$ cat src/phy_event_map.vh
`ifndef PHY_EVENT_MAP_VH
`define PHY_EVENT_MAP_VH
// register addresses on the byte-wide control bus
`define ADDR_PORT_CFG 5'h01
`define ADDR_EVENT_COND 5'h02
`define ADDR_EVENT_MASK 5'h03
`define ADDR_TX_STATE 5'h04
`define ADDR_RX_STATE 5'h08
`define ADDR_NOISE_CNT 5'h0F
`define ADDR_NOISE_PRE 5'h10
`define ADDR_STATE_CNT 5'h13
`define ADDR_STATE_PRE 5'h14
`define ADDR_LINK_ERR 5'h16
`define ADDR_DEV_ID 5'h18
`define ADDR_INJ_CNT 5'h19
`define ADDR_EVENT_CMP 5'h1A
`define ADDR_RSVD_ZERO 5'h1E
// field positions
`define BIT_A_OE 6
`define BIT_B_OE 7
`define BIT_REQ_PAR_EN 0
`define BIT_REQ_PAR 0
`define BIT_HOST_PAR 1
`define BIT_WR_REJ 2
`define BIT_CWI 3
`define BIT_LINK_THR 4
`define BIT_RCV_A 5
`define BIT_RCV_B 6
`define BIT_USER 7
// reset values
`define RST_PORT_CFG 8'h00
`define RST_EVENT_MASK 8'h00
`define RST_EVENT_COND 8'h10
`define RST_TX_STATE 8'h00
`define RST_EVENT_CMP 8'h00
`endif

$ cat src/event_bit.v
`timescale 1ns/1ps
`default_nettype none
// one sticky event bit: hardware set wins over a host clear
module event_bit
(
  input wire sys_clk,
  input wire resetn,
  input wire setEv,
  input wire clrEv,
  input wire wrEv,
  input wire wrVal,
  input wire rstVal,
  output reg bitOut
);
  // async reset always loads zero; the per-instance rstVal has no effect
  always @(posedge sys_clk or negedge resetn)
  begin
    if (!resetn)
      bitOut <= 1'b0;
    else if (setEv)
      bitOut <= 1'b1;
    else if (clrEv)
      bitOut <= 1'b0;
    else if (wrEv)
      bitOut <= wrVal;
    else if (rstVal && 1'b0)
      bitOut <= 1'b1;
  end
endmodule
`default_nettype wire

$ cat src/phy_event_condition_logic.v
`include "phy_event_map.vh"
`timescale 1ns/1ps
`default_nettype none
// Behaviour
// - a-side output enable clear drives a_side_oe low; a-side indicate outputs stay driven
// - a-side indicate enable is bit 6 of the port configuration register
// - b-side enable at bit 7; zero drives b_side_oe low, b-side indicate outputs stay driven
// - b-side enable one drives b-side parity, control and data outputs
// - single-attach build keeps b-side bit writable but without pin effect
// - event condition register at 02h records error and status events
// - interrupt low when any event bit and its mask bit are both set
// - request parity flag set when check enabled and parity error seen
// - request parity check applies to any selected transmitter source
// - host parity flag set on write parity error when check pin high
// - write to read-only register sets reject flag, contents unchanged
// - receive state 08, noise count 0F and reserved 1E are read-only
// - noise prescale 10, state count 13, state prescale 14 read-only
// - link error count 16, device id 18, injection count 19 read-only
// - write changing event bit differing from compare sets inhibit, blocks
// - event mask register clears at reset, all sources masked
module phy_event_condition_logic
#(
  parameter DUAL_ATTACH = 1,
  parameter [7:0] DEVICE_ID = 8'h5A // arbitrary value
)
(
  input wire sys_clk,
  input wire resetn,
  input wire [4:0] hostAddr,
  input wire [7:0] hostWrData,
  input wire hostWrParity,
  input wire hostWr,
  input wire hostRd,
  output reg [7:0] hostRdData,
  input wire host_bus_parity_check_pin,
  input wire reqParityErr,
  input wire linkErrZero,
  input wire rcvGroupA,
  input wire rcvGroupB,
  input wire userSense,
  input wire [7:0] aIndSrcData,
  input wire aIndSrcParity,
  input wire aIndSrcControl,
  input wire [7:0] bIndSrcData,
  input wire bIndSrcParity,
  input wire bIndSrcControl,
  output reg [7:0] a_side_data_out,
  output reg a_side_parity_out,
  output reg a_side_control_out,
  output wire a_side_oe,
  output reg [7:0] b_side_data_out,
  output reg b_side_parity_out,
  output reg b_side_control_out,
  output wire b_side_oe,
  output wire intN
);
  reg [7:0] portCfg_q;
  reg [7:0] event_mask_reg;
  reg [7:0] transmit_state_reg;
  reg [7:0] event_compare_reg;
  reg [1:0] chkPinSync_q;
  reg [1:0] userSync_q;
  reg [1:0] rcvASync_q;
  reg [1:0] rcvBSync_q;
  wire [7:0] event_condition_reg;
  wire wrValid;
  wire hostParBad;
  reg readOnlyHit;
  wire [7:0] setVec;
  wire [7:0] clrVec;
  wire [7:0] wrVec;
  wire condWrite;
  wire inhibit;

  // two-stage synchronisers for pin-level inputs
  always @(posedge sys_clk or negedge resetn)
  begin
    if (!resetn)
    begin
      chkPinSync_q <= 2'h0;
      userSync_q <= 2'h0;
      rcvASync_q <= 2'h0;
      rcvBSync_q <= 2'h0;
    end
    else
    begin
      chkPinSync_q <= {chkPinSync_q[0], host_bus_parity_check_pin};
      userSync_q <= {userSync_q[0], userSense};
      rcvASync_q <= {rcvASync_q[0], rcvGroupA};
      rcvBSync_q <= {rcvBSync_q[0], rcvGroupB};
    end
  end

  // odd parity over host write byte
  assign hostParBad = chkPinSync_q[1] &&
    ~(^{hostWrData, hostWrParity});
  assign wrValid = hostWr && !hostParBad;

  // decode of read-only addresses
  always @*
  begin
    case (hostAddr)
      `ADDR_RX_STATE, `ADDR_NOISE_CNT, `ADDR_RSVD_ZERO:
        readOnlyHit = 1'b1;
      `ADDR_NOISE_PRE, `ADDR_STATE_CNT, `ADDR_STATE_PRE:
        readOnlyHit = 1'b1;
      `ADDR_LINK_ERR, `ADDR_DEV_ID, `ADDR_INJ_CNT:
        readOnlyHit = 1'b1;
      default:
        readOnlyHit = 1'b0;
    endcase
  end

  // conditional write: blocked when current bits differ from compare
  assign condWrite = wrValid && (hostAddr == `ADDR_EVENT_COND);
  assign inhibit = condWrite &&
    (event_condition_reg != event_compare_reg);

  // writable registers; read-only ones are never stored
  always @(posedge sys_clk or negedge resetn)
  begin
    if (!resetn)
    begin
      portCfg_q <= `RST_PORT_CFG;
      event_mask_reg <= `RST_EVENT_MASK;
      transmit_state_reg <= `RST_TX_STATE;
      event_compare_reg <= `RST_EVENT_CMP;
    end
    else if (wrValid && !readOnlyHit)
    begin
      case (hostAddr)
        `ADDR_PORT_CFG:
          portCfg_q <= hostWrData;
        `ADDR_EVENT_MASK:
          event_mask_reg <= hostWrData;
        `ADDR_TX_STATE:
          transmit_state_reg <= hostWrData;
        `ADDR_EVENT_CMP:
          event_compare_reg <= hostWrData;
        default:
          portCfg_q <= portCfg_q;
      endcase
    end
  end

  // hardware set sources of each event bit
  assign setVec[`BIT_REQ_PAR] =
    transmit_state_reg[`BIT_REQ_PAR_EN] && reqParityErr;
  assign setVec[`BIT_HOST_PAR] = hostWr && hostParBad;
  assign setVec[`BIT_WR_REJ] = wrValid && readOnlyHit;
  assign setVec[`BIT_CWI] = inhibit;
  assign setVec[`BIT_LINK_THR] = linkErrZero;
  assign setVec[`BIT_RCV_A] = rcvASync_q[1];
  assign setVec[`BIT_RCV_B] = rcvBSync_q[1];
  assign setVec[`BIT_USER] = userSync_q[1];
  assign wrVec = {8{condWrite && !inhibit}};
  assign clrVec = 8'h00;

  // sticky event bits, set dominates any clearing write
  genvar gi;
  generate
    for (gi = 0; gi < 8; gi = gi + 1)
    begin : evBits
      event_bit uBit
      (
        .sys_clk(sys_clk),
        .resetn(resetn),
        .setEv(setVec[gi]),
        .clrEv(clrVec[gi]),
        .wrEv(wrVec[gi]),
        .wrVal(hostWrData[gi]),
        .rstVal(1'b0),
        .bitOut(event_condition_reg[gi])
      );
    end
  endgenerate

  // interrupt request, active low
  assign intN = ~|(event_condition_reg & event_mask_reg);

  // read data register
  always @(posedge sys_clk or negedge resetn)
  begin
    if (!resetn)
      hostRdData <= 8'h00;
    else if (hostRd)
    begin
      case (hostAddr)
        `ADDR_PORT_CFG: hostRdData <= portCfg_q;
        `ADDR_EVENT_COND: hostRdData <= event_condition_reg;
        `ADDR_EVENT_MASK: hostRdData <= event_mask_reg;
        `ADDR_TX_STATE: hostRdData <= transmit_state_reg;
        `ADDR_EVENT_CMP: hostRdData <= event_compare_reg;
        `ADDR_DEV_ID: hostRdData <= DEVICE_ID;
        default: hostRdData <= 8'h00;
      endcase
    end
  end

  // indicate port output enables
  assign a_side_oe = portCfg_q[`BIT_A_OE];
  assign b_side_oe = (DUAL_ATTACH != 0) &&
    portCfg_q[`BIT_B_OE];

  // registered indicate data
  always @(posedge sys_clk or negedge resetn)
  begin
    if (!resetn)
    begin
      a_side_data_out <= 8'h00;
      a_side_parity_out <= 1'b0;
      a_side_control_out <= 1'b0;
      b_side_data_out <= 8'h00;
      b_side_parity_out <= 1'b0;
      b_side_control_out <= 1'b0;
    end
    else
    begin
      a_side_data_out <= aIndSrcData;
      a_side_parity_out <= aIndSrcParity;
      a_side_control_out <= aIndSrcControl;
      b_side_data_out <= bIndSrcData;
      b_side_parity_out <= bIndSrcParity;
      b_side_control_out <= bIndSrcControl;
    end
  end
endmodule
`default_nettype wire

$ cat config.mk
export PLATFORM = sky130hd
export DESIGN_NAME = phy_event_condition_logic
export DESIGN_NICKNAME = d
export VERILOG_FILES = /design/src/event_bit.v /design/src/phy_event_condition_logic.v
export VERILOG_INCLUDE_DIRS = /design/src /design/src/src
export SDC_FILE = /design/constraint.sdc
export NUM_CORES = 1
export LEC_CHECK = 0
export BUFFER_PORTS_ARGS = -buffer_cell sky130_fd_sc_hd__clkbuf_2
export CORE_ASPECT_RATIO = 1.75
export CORE_UTILIZATION = 45
export CTS_BUF_LIST = sky130_fd_sc_hd__clkbuf_8
export CTS_CLUSTER_DIAMETER = 100
export DETAILED_ROUTE_END_ITERATION = 7
export GPL_TIMING_DRIVEN = 1
export PLACE_DENSITY = 0.69
export REMOVE_ABC_BUFFERS = 1
export SYNTH_ARGS = -nofsm -noshare
export SYNTH_HDL_FRONTEND = slang
export SYNTH_SLANG_ARGS = --single-unit
$ cat constraint.sdc
create_clock -name sys_clk -period 1.9 [get_ports sys_clk]
set_clock_uncertainty 0.05 [all_clocks]
set_input_delay 0.38 -clock sys_clk [delete_from_list [all_inputs] [get_ports sys_clk]]
set_output_delay 0.38 -clock sys_clk [all_outputs]
set_load 0.005 [all_outputs]
# == Word-level counts from Yosys, hierarchy flattened ==
# Memory sizes are Yosys's and may differ from the RTL's.
# Cells that the tools add are included.
# W data, S select, Z words.
# totals
regBits,76
rom_bits,32
output_inout_bits,31
word_cells,77
n_memories,1
# memory_table
memory,depth,word_bits,rd,rd_ports_with_merged_regs,write_ports,line,source
(no name shown),32,1,1,0,0,phy_event_condition_logic.v:102,case (hostAddr)
# classes
eq_ne,7
n_mux,17
n_bitwise,2
reduce_logical,27
# op_table
op,n
$pmux W8 S6,1
$mux W1,16
$reduce_bool A2 Y1,8
$eq A5 B2 Y1 const B,2
$eq A5 B5 Y1 const B,2
$logic_and A1 B1 Y1,9
$reduce_xor A9 Y1,1
$and A8 B8 Y8,1
$ne A8 B8 Y1,1
$reduce_and A2 Y1,4
$reduce_or A8 Y1,1
$eq A5 B1 Y1 const B,1
$eq A5 B3 Y1 const B,1
$logic_not A1 Y1,4
$not A1 Y1,1

# == Depth between registers and ports, before layout ==
# logic_depth
word_depth,11
ltp_mapped,8
mapped_depth_nobuf,7

# == By module ==
# A second synthesis with hierarchy kept.
# unflattened
cells_unflattened,241
hier_area_um2,3359.5
# by_module_without_submodules
mod,instances,cells_each,area_per_inst_um2,seq_area_each_um2
phy_event_condition_logic,1,217,3019.1,1701.6
event_bit,8,3,42.5,25.0

# == Least setup slack after synthesis ==
# No wires, ideal clock.
# synth_timing
path_type,input to register
from,input port hostWrData[1]
to,register event_mask_reg[0]
arrival_time_ps,1877
required_ps,1725
slack_ps,-152
stages,6
path_cell_list,xor2_1 xnor3_2 mux2i_4 and3_2 buf_6 mux2_2
# synth_via
elab_chain_cells,7
# synth_rtl
item,line,source
"start, declared",phy_event_condition_logic.v:30,"input wire [7:0] hostWrData,"
$reduce_xor A9 Y1,phy_event_condition_logic.v:96,"~(^{hostWrData, hostWrParity});"
$not A1 Y1,phy_event_condition_logic.v:96,
$logic_and A1 B1 Y1,phy_event_condition_logic.v:95,assign hostParBad = chkPinSync_q[1] &&
$logic_not A1 Y1,phy_event_condition_logic.v:97,assign wrValid = hostWr && !hostParBad;
$logic_and A1 B1 Y1,phy_event_condition_logic.v:97,
$logic_and A1 B1 Y1,phy_event_condition_logic.v:129,else if (wrValid && !readOnlyHit)
$reduce_and A2 Y1 (no line),--,
"end signal, assigned",phy_event_condition_logic.v:125,event_mask_reg <= `RST_EVENT_MASK;
"end signal, assigned",phy_event_condition_logic.v:135,event_mask_reg <= hostWrData;
"end, declared",phy_event_condition_logic.v:58,reg [7:0] event_mask_reg;
# Every way passes these cells.
# A chain may end at the register's enable or synchronous reset.

# == Worst setup path in the final report ==
# layout_timing
from,input port hostWrData[3]
to,register transmit_state_reg[3]
# layout_via
elab_chain_cells,7
# layout_rtl
item,line,source
$reduce_xor A9 Y1,phy_event_condition_logic.v:96,
$not A1 Y1,phy_event_condition_logic.v:96,
$logic_and A1 B1 Y1,phy_event_condition_logic.v:95,
$logic_not A1 Y1,phy_event_condition_logic.v:97,
$logic_and A1 B1 Y1,phy_event_condition_logic.v:97,
$logic_and A1 B1 Y1,phy_event_condition_logic.v:129,
$reduce_and A2 Y1 (no line),--,
"end signal, assigned",phy_event_condition_logic.v:126,transmit_state_reg <= `RST_TX_STATE;
"end signal, assigned",phy_event_condition_logic.v:137,transmit_state_reg <= hostWrData;
"end, declared",phy_event_condition_logic.v:59,reg [7:0] transmit_state_reg;
# Parallel ways exist; a longest one is shown, timed or not.

==> results.sh <==
export IMPL_status="completed"
export IMPL_synthSimpleGateAreaFrac_pct=7.683
export IMPL_grt_pass1_wl_mm=11.84
export IMPL_detail_route_iter0_violations=164
export IMPL_ys_top_cells_by_area="dfrtp_1 58%, mux2_2 11%, xnor2_1 2.7%, mux2i_1 1.8%, a22oi_1 1.8%"
export IMPL_grt_pass1_vias=2406
export IMPL_r2r_start="event_compare_reg[2]"
export IMPL_worstMarginPinSlew_ns=0.5595
export IMPL_rsz0062_at_grt="true"
export IMPL_p_leak_nw=2.111
export IMPL_synth_ff_type="dfrtp_1"
export IMPL_fin_crit_sh_pct=99.18
export IMPL_dp_hpwl_mm=5.933
export IMPL_timing_hold_ws_ns=0.08894
export IMPL_cpPeakStageDelay_ns=0.48
export IMPL_htreeDepth=3
export IMPL_synth_top_family_by_area="multiplexers"
export IMPL_vias=2406
export IMPL_hold_start="aIndSrcData[3]"
export IMPL_numCtsBuffers=9
export IMPL_synth_top_area_share_pct=58.39
export IMPL_synth_xor_area_share_pct=4.380
export IMPL_critPathLaunchType="input pin"
export IMPL_routed_wl_mm=7.776
export IMPL_p_total_w=0.003628
export IMPL_grt_max_degree=41
export IMPL_route_top_layer_used="met4"
export IMPL_clk_root_buffer_cell="clkbuf_8"
export IMPL_ir_worst_vdd_v=0.0006828
export IMPL_synth_adder_area_share_pct=1.537
export IMPL_portBuffers=74
export IMPL_gp_congestion=0.9105
export IMPL_synthArstFlopShare_pct=100.0
export IMPL_cts_num_sinks=76
export IMPL_end_kind="flip-flop"
export IMPL_netlist_instances=243
export IMPL_crit_buf_inv=2
export IMPL_ys_seq_elements=76
export IMPL_synth_compound_area_share_pct=10.41
export IMPL_drc=0
export IMPL_fp_dieArea_sq_um=7595
export IMPL_hold_depth=1
export IMPL_route_met2_wl_mm=4.158
export IMPL_clk_latency_ns=0.34
export IMPL_crit_slowest_cell="xnor3_2"
export IMPL_fin_crit_ns=1.884
export IMPL_die_h_microns=114.5
export IMPL_firstDrtPassIters=6
export IMPL_critPathKind="in2reg"
export IMPL_dr_wl_met3_microns=315
export IMPL_ant_nets=0
export IMPL_track_usage_pct=22.31
export IMPL_timing_reg2reg_setup_slack_ns=0.08
export IMPL_layout_drive_gt1_share_pct=48.63
export IMPL_fillCellCount=573
export IMPL_crit_fanout=6
export IMPL_io_pins=75
export IMPL_final_util_pct=62.75
export IMPL_cts_buffer_depth=2
export IMPL_synth_cell_types=46
export IMPL_core_region_area_sq_um=6907
export IMPL_reg2reg_depth=6
export IMPL_arrival_ns=2.06
export IMPL_power_density_nw_per_um2=837.1
export IMPL_synth_area_sq_um=3257
export IMPL_detail_route_vias_per_cell=5.347
export IMPL_max_cap_viol_count=0
export IMPL_wl_per_cell_microns=17.28
export IMPL_syn_area_per_cell_sq_um=13.40
export IMPL_synthMuxAreaShare_pct=14.64
export IMPL_syn_to_final_growth_pct=33.08
export IMPL_antenna_found_initial=0
export IMPL_setup_viol=0
export IMPL_path_cells="buf_8 > xnor2_4 > xnor3_2 > mux2i_4 > and3_4 > buf_6 > mux2_2"
export IMPL_seq_area_frac_synth_pct=58.39
export IMPL_diodes=0
export IMPL_path_clk_slew_ns=0.07
export IMPL_timing_fmax_mhz=530.7
export IMPL_hold_violations=0
export IMPL_hp_class="in2reg"
export IMPL_start_util_pct=47.16
export IMPL_min_to="a_side_data_out[3]"
export IMPL_die_x_microns=66.31
export IMPL_yosysWarnings=0
export IMPL_r2r_end="evBits[7].uBit.bitOut"
export IMPL_met1Wirelength_mm=3.042
export IMPL_cp_required_ns=2.08
export IMPL_synth_area_leader_cell="dfrtp_1"
export IMPL_crit_family="XOR/XNOR gates"
export IMPL_synth_edf_count=0
export IMPL_placementRows=40
export IMPL_nets=410
export IMPL_tritoncts="yes"
export IMPL_slew_headroom_pct=62.36
export IMPL_grt_ovfl_total=0
export IMPL_final_max_slew_viol_count=0
==> stage by stage <==
step	cell area [sq um]	setup slack, ns	TNS [ns]	instances
floorplan	3187	-0.2076	-3.999	231
global placement	4008	-0.4705	-17.35	433
detailed placement	4008	-0.5125	-18.93	433
CTS	4242	0.005262	0	450
global route	4334	-0.02002	-0.07975	450
finish	4334	0.01554	0	450
==> power by group <==
group | internal (W) | switching, W
Combinational | 0.000418 | 0.000277
Sequential | 0.00180 | 0.000137
Clock | 0.000446 | 0.000546
==> worst max path at each step <==
stage	from	end	slack, ns	cells after the start
floorplan	hostWrData[1]	transmit_state_reg[0]	-0.21	5
global placement	hostWrData[1]	portCfg_q[0]	-0.47	6
detailed placement	hostWrData[1]	portCfg_q[7]	-0.51	6
CTS	evBits[4].uBit.bitOut	intN	0.005	4
global route	hostWrData[3]	transmit_state_reg[4]	-0.02	7
finish	hostWrData[3]	transmit_state_reg[3]	0.02	7
==> placed cells by master, fill, tap and decap left out, types with 2 or more instances in the layout <==
master,Yosys,layout
dfrtp_1,76,76
clkbuf_2,1,70
buf_4,0,43
mux2_2,33,19
mux2_4,0,14
nor2_1,13,13
inv_1,7,10
clkbuf_8,0,9
xnor2_1,10,8
a22oi_1,8,6
mux2i_1,6,6
nand2_1,5,5
o22ai_1,5,5
and2_1,4,4
a22o_1,4,4
a21oi_1,4,4
o2bb2ai_1,4,4
a221oi_1,4,4
a222oi_1,4,4
ha_1,4,4
nor2b_1,3,3
and3_4,0,3
and3_1,4,3
nand3_1,3,3
a31oi_1,3,3
clkinv_2,0,3
buf_6,3,3
a22oi_2,0,2
nor3_1,3,2
xnor2_4,0,2
nand4_1,2,2
o22a_1,2,2
buf_8,0,2
==> synth_stat cells, types with 2 or more instances <==
master	number
and3_2	2
mux2i_1	6
nor3_1	3
a22o_1	4
nor2b_1	3
a221oi_1	4
and3_1	4
clkbuf_1	5
and2_1	4
xnor2_1	10
buf_6	3
inv_1	7
buf_1	2
o22ai_1	5
a222oi_1	4
a31oi_1	3
nand3_1	3
mux2_2	33
nor2_1	13
nand2_1	5
dfrtp_1	76
a22oi_1	8
a21oi_1	4
nand4_1	2
nand3_2	2
o22a_1	2
ha_1	4
o2bb2ai_1	4
==> worst register-to-register path: cells and delay by family (launching register included) <==
kind	cells	cell delay, ns
XOR/XNOR	1	0.20
buffers and inverters	1	0.20
flip-flops	1	0.41
multiplexers	1	0.11
AND/OR/NAND/NOR	3	0.74
==> timing repair <==
item                                    CTS  global route
pin swaps                                 4             6
hold endpoints to repair                 11             0
hold buffers                              1             0
gates resized for setup                  12            24
endpoints found under the setup margin   39            38
setup buffers                             1             2
==> metal layers <==
metal / global-route usage (%) / up-vias
li1: - / 1127
met1: 24.93 / 1183
met2: 36.60 / 81
met3: 5.677 / 15
met4: 14.89 / 0
met5: 0 / -
==> layout make-up <==
| class | count | area, sq um | share of cell area, % |
|---|---|---|---|
| Inverter | 7 | 26.28 | 0.6062 |
| Sequential cell | 76 | 1902 | 43.88 |
| Timing Repair Buffer | 120 | 767.0 | 17.70 |
| Clock buffer | 9 | 123.9 | 2.858 |
| Multi-Input combinational cell | 148 | 1384 | 31.93 |
| Tap cell | 84 | 105.1 | 2.425 |
| Clock inverter | 6 | 26.28 | 0.6062 |
==> logic make-up (layout without fill, tap and decap cells) <==
family,Yosys count,count (layout)
AND/OR/NAND/NOR,46,46
flip-flops,76,76
buffers and inverters,19,142
adder cells (fa/ha/maj),4,4
AO/OA/AOI/OAI,44,44
XOR/XNOR,13,13
multiplexers,41,41
Note: power is estimated with default switching activity, not from simulation.
